### config.mk
export PLATFORM = sky130hd
export DESIGN_NAME = tcf_timer
export DESIGN_NICKNAME = d
export VERILOG_FILES = /design/src/tcf_pkg.sv /design/src/tcf_timer.sv
export VERILOG_INCLUDE_DIRS = /design/src
export SDC_FILE = /design/constraint.sdc
export NUM_CORES = 1
export LEC_CHECK = 0
export CAP_MARGIN = 20
export CORE_UTILIZATION = 35
export DETAILED_ROUTE_END_ITERATION = 8
export DONT_BUFFER_PORTS = 1
export GPL_TIMING_DRIVEN = 0
export MAX_ROUTING_LAYER = met4
export PLACE_DENSITY_LB_ADDON = 0.3
export SYNTH_ARGS = -nofsm -noshare
export SYNTH_HDL_FRONTEND = slang
export SYNTH_SLANG_ARGS = --single-unit
### constraint.sdc
create_clock -name pclk -period 2.35 [get_ports pclk]
set_clock_uncertainty 0.1 [all_clocks]
set_input_delay 0.1175 -clock pclk [delete_from_list [all_inputs] [get_ports pclk]]
set_output_delay 0.1175 -clock pclk [all_outputs]
set_load 0.05 [all_outputs]
### src/tcf_map.svh
// register offsets, field positions, reset values and timing counts of the timer block
// assumes a 32-bit apb slave with one byte register per aligned word
`ifndef TCF_MAP_SVH
`define TCF_MAP_SVH

// ------------------------------------------------------------
// register byte addresses
// ------------------------------------------------------------
`define TCF_OFF_COUNT_HI 12'h000
`define TCF_OFF_COUNT_LO 12'h004
`define TCF_OFF_PIN_CTRL 12'h008
`define TCF_OFF_EN1 12'h00c
`define TCF_OFF_FLG1 12'h010
`define TCF_OFF_EN2 12'h014
`define TCF_OFF_FLG2 12'h018
`define TCF_OFF_ACC_CTRL 12'h01c

// ------------------------------------------------------------
// field positions
// ------------------------------------------------------------
`define TCF_F1_CH45 3
`define TCF_F2_OVF 7
`define TCF_F2_PER 6
`define TCF_ACC_SEL45 2
`define TCF_EN2_IMPL_MASK 8'hf3
`define TCF_FLG2_IMPL_MASK 8'hf0

// ------------------------------------------------------------
// reset values and timing
// ------------------------------------------------------------
`define TCF_RST_BYTE 8'h00
`define TCF_RST_PINS 4'h0
`define TCF_PR_WINDOW_CYC 7'd64
`define TCF_PER_BASE_LOG2 13

`endif

### src/tcf_pkg.sv
// types shared by the timer block
// assumes nothing beyond the map header
package tcf_pkg;
  // action of one compare pin on a match
  typedef enum logic [1:0] {
    tcf_act_off,
    tcf_act_toggle,
    tcf_act_low,
    tcf_act_high
  } tcf_pin_act_t;
endpackage

### src/tcf_timer.sv
// control, status and periodic interrupt logic of the main timer
// assumes compare values and capture events come from logic on pclk
//
// Implementation choices: the register offsets and the APB interface to the registers.
`include "tcf_map.svh"
`timescale 1ns/1ps
`default_nettype none

module tcf_timer
  import tcf_pkg::*;
#(
  parameter int CNT_W = 16
) (
  input wire logic pclk,
  input wire logic presetn,
  input wire logic psel,
  input wire logic penable,
  input wire logic pwrite,
  input wire logic [11:0] paddr,
  input wire logic [31:0] pwdata,
  output logic [31:0] prdata,
  output logic pready,
  output logic pslverr,
  input wire logic special_mode,
  input wire logic [CNT_W-1:0] compare_value_1,
  input wire logic [CNT_W-1:0] compare_value_2,
  input wire logic [CNT_W-1:0] compare_value_3,
  input wire logic [CNT_W-1:0] compare_value_4,
  input wire logic [CNT_W-1:0] compare_value_5,
  input wire logic [3:0] capture_event,
  output logic [3:0] compare_pin,
  output logic [3:0] compare_pin_en,
  output logic capture_compare_irq,
  output logic overflow_irq,
  output logic periodic_irq
);

  // overview: a prescaled 16-bit counter feeds five comparators
  // and the overflow flag; a separate free-running divider times
  // the periodic interrupt, untouched by the prescaler
  // flags are set by hardware and cleared by writing ones
  // every register is a byte in the low lane of a word
  // nothing here stalls the bus: pready is tied high

  // ------------------------------------------------------------
  // registers and wires
  // ------------------------------------------------------------
  // counter state; four prescaler bits cover the largest factor
  logic [CNT_W-1:0] free_running_count_r;
  logic [3:0] presc_cnt_r;
  logic cnt_tick;
  logic cnt_new_r;
  logic [7:0] count_lo_buf_r;
  logic lo_buf_valid_r;
  // software-visible byte registers
  logic [7:0] compare_pin_action_ctrl_r;
  logic [7:0] capture_compare_irq_enable_r;
  logic [7:0] capture_compare_flags_r;
  logic [7:0] overflow_periodic_irq_enable_r;
  logic [7:0] overflow_periodic_flags_r;
  logic [7:0] accumulator_rate_control_r;
  // one-shot prescale window and periodic divider
  logic [6:0] pr_window_r;
  logic pr_locked_r;
  logic [15:0] per_div_r;
  logic per_timeout;
  // pin drivers and event vectors
  logic [3:0] compare_pin_r;
  logic [3:0] compare_pin_en_r;
  logic [4:0] match;
  logic [7:0] flg1_set;
  logic [7:0] flg2_set;
  // bus phase decode and read path
  logic setup_ph;
  logic wr_done;
  logic rd_done;
  logic [7:0] wbyte;
  logic [31:0] prdata_r;
  logic pslverr_r;
  logic [7:0] rd_byte;
  logic rd_hit;
  logic sel45;

  // every access phase completes on its first edge,
  // so writes land on that edge
  assign setup_ph = psel & ~penable;
  assign wr_done = psel & penable & pwrite;
  assign rd_done = psel & penable & ~pwrite;
  assign wbyte = pwdata[7:0];
  assign sel45 = accumulator_rate_control_r[`TCF_ACC_SEL45];

  // returns the last prescaler state of a period, so the counter
  // advances once every (returned value + 1) bus cycles
  // prescale factor from the select code
  function automatic logic [3:0] presc_last(input logic [1:0] code);
    unique case (code)
      2'b00: presc_last = 4'h0;
      2'b01: presc_last = 4'h3;
      2'b10: presc_last = 4'h7;
      2'b11: presc_last = 4'hf;
    endcase
  endfunction

  // the lower 13 to 16 divider bits all ones mark a period end;
  // the rate code only picks which bit of one chain is tapped,
  // so no reload value is needed for any rate
  // periodic timeout when the low bits of the divider are all ones
  function automatic logic per_hit(input logic [15:0] div, input logic [1:0] rate);
    logic [15:0] mask;
    mask = 16'h0000;
    mask = (16'h0001 << (`TCF_PER_BASE_LOG2 + int'(rate))) - 16'h0001;
    per_hit = (div & mask) == mask;
  endfunction

  // ------------------------------------------------------------
  // prescaler and free-running counter
  // ------------------------------------------------------------
  // one tick per prescale period; always high for a factor of 1
  assign cnt_tick = presc_cnt_r == presc_last(overflow_periodic_irq_enable_r[1:0]);

  // prescaler stage; a code change mid-run only resizes the current period
  // a stage left above a smaller new limit wraps at once instead
  // of running through all sixteen states
  always_ff @(posedge pclk or negedge presetn) begin
    if (!presetn) begin
      presc_cnt_r <= 4'h0;
    end else if (cnt_tick || presc_cnt_r > presc_last(overflow_periodic_irq_enable_r[1:0])) begin
      presc_cnt_r <= 4'h0;
    end else begin
      presc_cnt_r <= presc_cnt_r + 4'h1;
    end
  end

  // counter itself, read-only to software
  // cnt_new_r marks the first cycle of each count value; it is set
  // in reset because the count already holds its first value 0
  // wraps from all ones to zero with no stop
  always_ff @(posedge pclk or negedge presetn) begin
    if (!presetn) begin
      free_running_count_r <= '0;
      cnt_new_r <= 1'b1;
    end else begin
      cnt_new_r <= cnt_tick;
      if (cnt_tick) begin
        free_running_count_r <= free_running_count_r + 1'b1;
      end
    end
  end

  // ------------------------------------------------------------
  // compare matches and pin actions
  // ------------------------------------------------------------
  // all five comparators run in parallel on every bus cycle; the
  // compare values are used as they stand, with no write inhibit
  // only the first cycle of each count value matches, so a slow
  // prescale does not toggle a pin several times on one value
  always_comb begin
    match[0] = cnt_new_r && free_running_count_r == compare_value_1;
    match[1] = cnt_new_r && free_running_count_r == compare_value_2;
    match[2] = cnt_new_r && free_running_count_r == compare_value_3;
    match[3] = cnt_new_r && free_running_count_r == compare_value_4;
    match[4] = cnt_new_r && free_running_count_r == compare_value_5;
  end

  // pin channels two to five; control pairs run from bit 7 down
  // the pin enable follows the action code one cycle after a write
  // a disconnected pin keeps its last level for a later reconnect
  // channel five is held off while the shared slot captures
  // toggle reads the pin flop, so it flips the level the pin last drove
  always_ff @(posedge pclk or negedge presetn) begin
    if (!presetn) begin
      compare_pin_r <= `TCF_RST_PINS;
      compare_pin_en_r <= `TCF_RST_PINS;
    end else begin
      for (int i = 0; i < 4; i++) begin
        tcf_pin_act_t act;
        logic fire;
        act = tcf_pin_act_t'(compare_pin_action_ctrl_r[7-2*i -: 2]);
        fire = match[i+1] && (i != 3 || !sel45);
        compare_pin_en_r[i] <= (act != tcf_act_off) && (i != 3 || !sel45);
        if (fire) begin
          unique case (act)
            tcf_act_off: compare_pin_r[i] <= compare_pin_r[i];
            tcf_act_toggle: compare_pin_r[i] <= ~compare_pin_r[i];
            tcf_act_low: compare_pin_r[i] <= 1'b0;
            tcf_act_high: compare_pin_r[i] <= 1'b1;
          endcase
        end
      end
    end
  end

  // pins straight from their flops
  assign compare_pin = compare_pin_r;
  assign compare_pin_en = compare_pin_en_r;

  // ------------------------------------------------------------
  // periodic divider
  // ------------------------------------------------------------
  // timeout seen combinationally, flag set on the following edge
  assign per_timeout = per_hit(per_div_r, accumulator_rate_control_r[1:0]);

  // never stopped or reloaded by software, so periods run timeout to timeout
  // it also runs while the periodic enable is low, so turning the
  // enable on never shortens or stretches the period in progress
  // reset clears it, so the first period is a full one
  always_ff @(posedge pclk or negedge presetn) begin
    if (!presetn) begin
      per_div_r <= 16'h0000;
    end else begin
      per_div_r <= per_div_r + 16'h0001;
    end
  end

  // ------------------------------------------------------------
  // flag set events
  // ------------------------------------------------------------
  // one set vector per flag register; bit order follows the enables
  // so each enable bit gates the flag in the same position
  // capture events arrive as one-cycle pulses, edge already chosen
  always_comb begin
    flg1_set = 8'h00;
    flg1_set[7:4] = {match[0], match[1], match[2], match[3]};
    flg1_set[`TCF_F1_CH45] = sel45 ? capture_event[3] : match[4];
    flg1_set[2:0] = capture_event[2:0];
    flg2_set = 8'h00;
    flg2_set[`TCF_F2_OVF] = cnt_tick && (&free_running_count_r);
    flg2_set[`TCF_F2_PER] = per_timeout;
  end

  // first flag register; set beats a same-cycle clear
  // software clears with ones; zeros written leave a flag alone
  always_ff @(posedge pclk or negedge presetn) begin
    if (!presetn) begin
      capture_compare_flags_r <= `TCF_RST_BYTE;
    end else begin
      logic [7:0] clr;
      clr = (wr_done && paddr == `TCF_OFF_FLG1) ? wbyte : 8'h00;
      capture_compare_flags_r <= (capture_compare_flags_r & ~clr) | flg1_set;
    end
  end

  // second flag register; accumulator flags live outside this block
  // only the overflow and periodic bits are kept; the rest read 0,
  // and the read mux also masks the spare low nibble off with f0
  always_ff @(posedge pclk or negedge presetn) begin
    if (!presetn) begin
      overflow_periodic_flags_r <= `TCF_RST_BYTE;
    end else begin
      logic [7:0] clr;
      clr = (wr_done && paddr == `TCF_OFF_FLG2) ? wbyte : 8'h00;
      overflow_periodic_flags_r <= ((overflow_periodic_flags_r & ~clr) | flg2_set) & 8'hc0;
    end
  end

  // ------------------------------------------------------------
  // control registers
  // ------------------------------------------------------------
  // plain read/write control bytes; writes land on the access edge
  // pin action, enable one and accumulator control carry no locks
  always_ff @(posedge pclk or negedge presetn) begin
    if (!presetn) begin
      compare_pin_action_ctrl_r <= `TCF_RST_BYTE;
      capture_compare_irq_enable_r <= `TCF_RST_BYTE;
      accumulator_rate_control_r <= `TCF_RST_BYTE;
    end else if (wr_done) begin
      if (paddr == `TCF_OFF_PIN_CTRL) begin
        compare_pin_action_ctrl_r <= wbyte;
      end
      if (paddr == `TCF_OFF_EN1) begin
        capture_compare_irq_enable_r <= wbyte;
      end
      if (paddr == `TCF_OFF_ACC_CTRL) begin
        accumulator_rate_control_r <= wbyte;
      end
    end
  end

  // window counter for the one-shot prescale write
  // it stops at the window size so it never wraps and reopens it
  always_ff @(posedge pclk or negedge presetn) begin
    if (!presetn) begin
      pr_window_r <= 7'd0;
    end else if (pr_window_r != `TCF_PR_WINDOW_CYC) begin
      pr_window_r <= pr_window_r + 7'd1;
    end
  end

  // enables always writable; prescale select only once inside the window
  // any write inside the window uses up the one-shot, even one that
  // rewrites the reset code; special mode lifts both limits
  always_ff @(posedge pclk or negedge presetn) begin
    if (!presetn) begin
      overflow_periodic_irq_enable_r <= `TCF_RST_BYTE;
      pr_locked_r <= 1'b0;
    end else if (wr_done && paddr == `TCF_OFF_EN2) begin
      overflow_periodic_irq_enable_r[7:4] <= wbyte[7:4];
      if (special_mode || (!pr_locked_r && pr_window_r != `TCF_PR_WINDOW_CYC)) begin
        overflow_periodic_irq_enable_r[1:0] <= wbyte[1:0];
        pr_locked_r <= 1'b1;
      end
    end
  end

  // ------------------------------------------------------------
  // interrupt requests
  // ------------------------------------------------------------
  // requests are levels: they stay up until software clears the
  // flag or the enable; no edge of them is stored here
  // three separate requests so a controller can rank them
  assign capture_compare_irq = |(capture_compare_flags_r & capture_compare_irq_enable_r);
  assign overflow_irq = overflow_periodic_flags_r[`TCF_F2_OVF] &
                        overflow_periodic_irq_enable_r[`TCF_F2_OVF];
  assign periodic_irq = overflow_periodic_flags_r[`TCF_F2_PER] &
                        overflow_periodic_irq_enable_r[`TCF_F2_PER];

  // ------------------------------------------------------------
  // apb read path
  // ------------------------------------------------------------
  // reads have no side effect except the low-byte buffer below
  // unmapped and misaligned offsets fall through to the error answer
  // read mux of the byte registers
  always_comb begin
    rd_byte = 8'h00;
    rd_hit = 1'b1;
    unique case (paddr)
      `TCF_OFF_COUNT_HI: rd_byte = free_running_count_r[15:8];
      `TCF_OFF_COUNT_LO: rd_byte = lo_buf_valid_r ? count_lo_buf_r : free_running_count_r[7:0];
      `TCF_OFF_PIN_CTRL: rd_byte = compare_pin_action_ctrl_r;
      `TCF_OFF_EN1: rd_byte = capture_compare_irq_enable_r;
      `TCF_OFF_FLG1: rd_byte = capture_compare_flags_r;
      `TCF_OFF_EN2: rd_byte = overflow_periodic_irq_enable_r & `TCF_EN2_IMPL_MASK;
      `TCF_OFF_FLG2: rd_byte = overflow_periodic_flags_r & `TCF_FLG2_IMPL_MASK;
      `TCF_OFF_ACC_CTRL: rd_byte = accumulator_rate_control_r;
      default: rd_hit = 1'b0;
    endcase
  end

  // answer formed in setup, so data comes from flops with no wait state
  // the trade: the byte seen is the state at the setup edge, which
  // is also the snapshot time of a coherent counter read
  // write answers carry zero data
  always_ff @(posedge pclk or negedge presetn) begin
    if (!presetn) begin
      prdata_r <= 32'h0000_0000;
      pslverr_r <= 1'b0;
    end else if (setup_ph) begin
      prdata_r <= pwrite ? 32'h0000_0000 : {24'h00_0000, rd_byte};
      pslverr_r <= ~rd_hit;
    end
  end

  // low byte buffer; valid only for the access straight after a high read
  // an idle gap keeps the buffer; any other access drops it, so a
  // lone low-byte read always sees the live count
  always_ff @(posedge pclk or negedge presetn) begin
    if (!presetn) begin
      count_lo_buf_r <= 8'h00;
      lo_buf_valid_r <= 1'b0;
    end else begin
      if (setup_ph && !pwrite && paddr == `TCF_OFF_COUNT_HI) begin
        count_lo_buf_r <= free_running_count_r[7:0];
      end
      if (rd_done && paddr == `TCF_OFF_COUNT_HI) begin
        lo_buf_valid_r <= 1'b1;
      end else if (psel && penable) begin
        lo_buf_valid_r <= 1'b0;
      end
    end
  end

  // outputs from flops; pready constant, error gated to access
  assign prdata = prdata_r;
  assign pready = 1'b1;
  assign pslverr = psel & penable & pslverr_r;

endmodule

`default_nettype wire

==> results by group <==
Floorplanning
  • Core area: 18020 µm²
  • Die span in x: 137.7 µm
  • Number of top-level pins: 179
  • Floorplan die area: 18970 µm²
  • Height of the chip: 137.7 µm
  • FP Rows: 49
  • Effective utilization at floorplan: 35.78%

Routing
  • Residual antenna-violating net count after detailed routing: 0
  • Number of vias in the routed layout: 4756
  • Total met2 wirelength after detailed routing: 8.797 mm
  • Residual DRC: 0
  • Vias per inst: 5.255
  • Routed WL: 18.00 mm
  • Topmost layer with routed signal wires: met4
  • First-pass detailed-route iteration total: 4
  • DR WL/cell: 19.89 µm
  • M1 WL: 7.645 mm
  • Initial DRC Count: 249
  • Routed length on met3: 1.286 mm

GRT
  • Maximum number of pins on one net before global-route repair: 112
  • Initial antenna violation count: 0
  • Total track usage: 20.25%
  • Total grt overflow: 0
  • Vias in the first global route: 4957
  • Wire length of the first global-routing pass: 27.30 mm

STA
  • Slew of the pin with the lowest slew margin: 987.8 ps
  • Final Critical Period: 2349 ps
  • Final Hold Viols: 111
  • Maximum operating frequency: 0.4257 GHz
  • Post-route clock period utilization: 99.96%
  • Headroom to the max-slew limit: 33.64%
  • Final-report max-slew violation count: 0
  • Worst hold slack across all endpoints: -651.6 ps
  • RSZ-0062 raised after global routing: yes
  • Final number of setup-violating endpoints: 0

Placement
  • Final HPWL from detailed placement: 13.25 mm
  • Routability-driven placement congestion ratio: 0.8921
  • Port buffer count: 0
  • Count of placed standard cells including taps: 867

Cells and area
  • Number of standard cells in the layout, taps in and fillers out: 905
  • Layout area overhead: 15.93%
  • Most used cells in the layout excluding fill and tap cells: dfrtp_1 (107), xnor2_1 (85), nand2_1 (51)
  • Nets: 814
  • Most common cell after layout, fill and taps aside: dfrtp_1
  • Diodes inserted: 0
  • Count of fill cells added during filler insertion: 1754
  • Fraction of final layout cells with drive strength greater than 1: 17.01%

Setup path
  • Required time reported for the critical path endpoint: 2470 ps
  • Flop2flop setup slack: 1 ps
  • Cell occurring most often along the worst timing path: nand4_1
  • Critical Path AT: 2470 ps
  • Setup Crit Path Kind: flop to flop
  • Max stage delay cell, worst path: dfrtp_2
  • Worst stage delay on the critical path: 430 ps
  • Gate family responsible for the most delay along the worst path: simple AND/OR/NAND/NOR gates
  • Crit path cell chain: or2_4 -> ha_4 -> nand4_1 -> inv_2 -> and3_4 -> nand4_1 -> buf_4 -> xnor2_1
  • Launching element type of the critical path: flop
  • Buffer and inverter count on the worst path: 2
  • CP Capture Type: flop
  • Crit path max fanout: 5

Power and ir drop
  • Share of power burned in combinational logic: 19.4%
  • Reg power frac: 43.6%
  • Ratio of total power to cell area: 654.2 nW/µm²
  • Static Leakage: 0.003249 µW
  • Sw frac: 28.94%
  • Overall power consumption: 4891 µW
  • Clock share of power: 37.0%
  • Cell Int Power: 3475 µW
  • IR Drop Worst-Case VDD: 0.3708 mV
  • Net switching component of the power: 1416 µW

Clock tree
  • Sink Count: 111
  • Cts-stage hold buffer count: 26
  • Number of buffers created by CTS: 9
  • Number of H-tree levels: 3
  • Master cell of the clock root buffer: clkbuf_16
  • Maximum buffer depth of the clock tree: 2
  • Skew-Pair Late Insertion Delay: 360 ps
  • Clk slew on worst S/H paths: 70 ps
  • TritonCTS clock tree: done

Synth
  • Synth unique cells: 57
  • Biggest area contributors in the synthesized netlist: dfrtp_1 (43%), xnor2_1 (12%), mux2_2 (5.6%), xor2_1 (4.3%), nand2_1 (3.0%)
  • Sequential cell area fraction in the yosys report: 43.09%
  • Share of the synthesized area in the top cell type: 42.69%
  • Avg Synthesized Cell Area: 10.49 µm²
  • Most used flip-flop cell after synthesis: dfrtp_1
  • Number of synthesized flops with an enable pin: 0
  • Count of mapped cells out of synthesis: 615
  • Area of the mapped netlist: 6449 µm²
  • Number of synthesis warnings: 0
  • Asr flop ratio synth: 100.0%
  • Number of flip-flops and latches in the synthesized netlist: 111
  • Leading area contributor after synthesis: dfrtp_1

Flow run
  • MaxCap Viol Count: 0

Status
  • Status: finished with violations
  • Violations in the final reports: hold timing

Min path
  • Class of the worst hold path: input port to asynchronous set/reset pin
## power by group through the flow
stage | clock [µW] | combinational, µW | sequential, µW
6_report | 1810 | 949 | 2130
3_3_place_gp | 0 | 1020 | 2050
4_1_cts | 1840 | 945 | 2130
2_1_floorplan | 0 | 824 | 2040
5_1_grt | 1930 | 1040 | 2140
3_5_place_dp | 0 | 1030 | 2050
## kinds of logic (layout without fill, tap and decap cells)
family	Yosys count	in the layout	share of synthesized area [%]
simple gates	174	174	15.21
xor+xnor	117	117	15.89
flops	111	111	43.09
compound gates	76	76	8.227
buf+inv	71	109	5.859
mux	55	55	9.856
fa+ha+maj	9	9	1.746
other cells	2	25	0.1165
## sequential cells by signal, indices dropped and copies added (netlist names)
register / flops
pslverr_r: 1
free_running_count_r: 16
cnt_new_r: 1
overflow_periodic_flags_r: 2
pr_window_r: 7
count_lo_buf_r: 8
compare_pin_en: 4
capture_compare_irq_enable_r: 8
overflow_periodic_irq_enable_r: 6
capture_compare_flags_r: 8
pr_locked_r: 1
accumulator_rate_control_r: 8
prdata: 8
compare_pin_action_ctrl_r: 8
presc_cnt_r: 4
per_div_r: 16
compare_pin: 4
lo_buf_valid_r: 1
## cells in the mapped netlist, drive strengths merged (17+ instances only)
cell   number
xor2       32
o21ai      24
buf        33
mux2       36
nor2       19
xnor2      85
dfrtp     110
nand4      23
inv        22
nand2      52
nand3      21
mux2i      17
## per-layer routing
| layer | up-vias | GRT usage (%) |
|---|---|---|
| met1 | 2362 | 24.16 |
| met3 | 18 | 4.231 |
| met5 | - | - |
| met2 | 165 | 34.70 |
| met4 | 0 | 5.133 |
| li1 | 2211 | - |
## repair_timing
item / 4_1_cts / 5_1_grt
hold endpoints to repair: 154 / 111
pin swaps: 2 / 5
buffers inserted: 3 / 4
cloned: 0 / 0
gates resized for setup: 5 / 3
endpoints found under the setup margin: 10 / 11
## per-stage QoR
stage | utilization [%] | TNS [ps] | hold slack (ps) | setup WS [ps] | cell area, µm²
after floorplan | - | 0 | -278.1 | 163.6 | 6535
after global placement | 37.85 | -1724 | -273.9 | -195.4 | 6822
after detailed placement | 37.85 | -2048 | -275.9 | -244.5 | 6822
after CTS | 41.33 | -13.62 | -658.0 | -13.62 | 7450
after global routing | 41.48 | -177.5 | -668.4 | -56.57 | 7476
final | 41.48 | 0 | -651.6 | 1.005 | 7476
## worst paths after layout
kind	from	to	depth (start not counted)
setup / recovery	overflow_periodic_irq_enable_r[1]	free_running_count_r[7]	8
hold / removal	presetn	compare_pin_en[0]	0
setup reg to reg	overflow_periodic_irq_enable_r[1]	free_running_count_r[7]	8
hold reg to reg	per_div_r[9]	per_div_r[9]	1
max in group asynchronous	presetn	cnt_new_r	0
min in group pclk	compare_value_2[7]	capture_compare_flags_r[6]	3
## area by class of cell
cell class              count  area, µm²  area share [%]
multi-input cells         456       3403           45.52
flip-flops and latches    111       2783           37.22
repair buffers             33      312.8           4.184
well taps                 229      286.5           3.833
plain buffers              38      254.0           3.397
clock buffers              10      239.0           3.197
clock inverters             6      115.1           1.540
inverters                  22      82.58           1.105
Power figures use the tool's default switching activity.
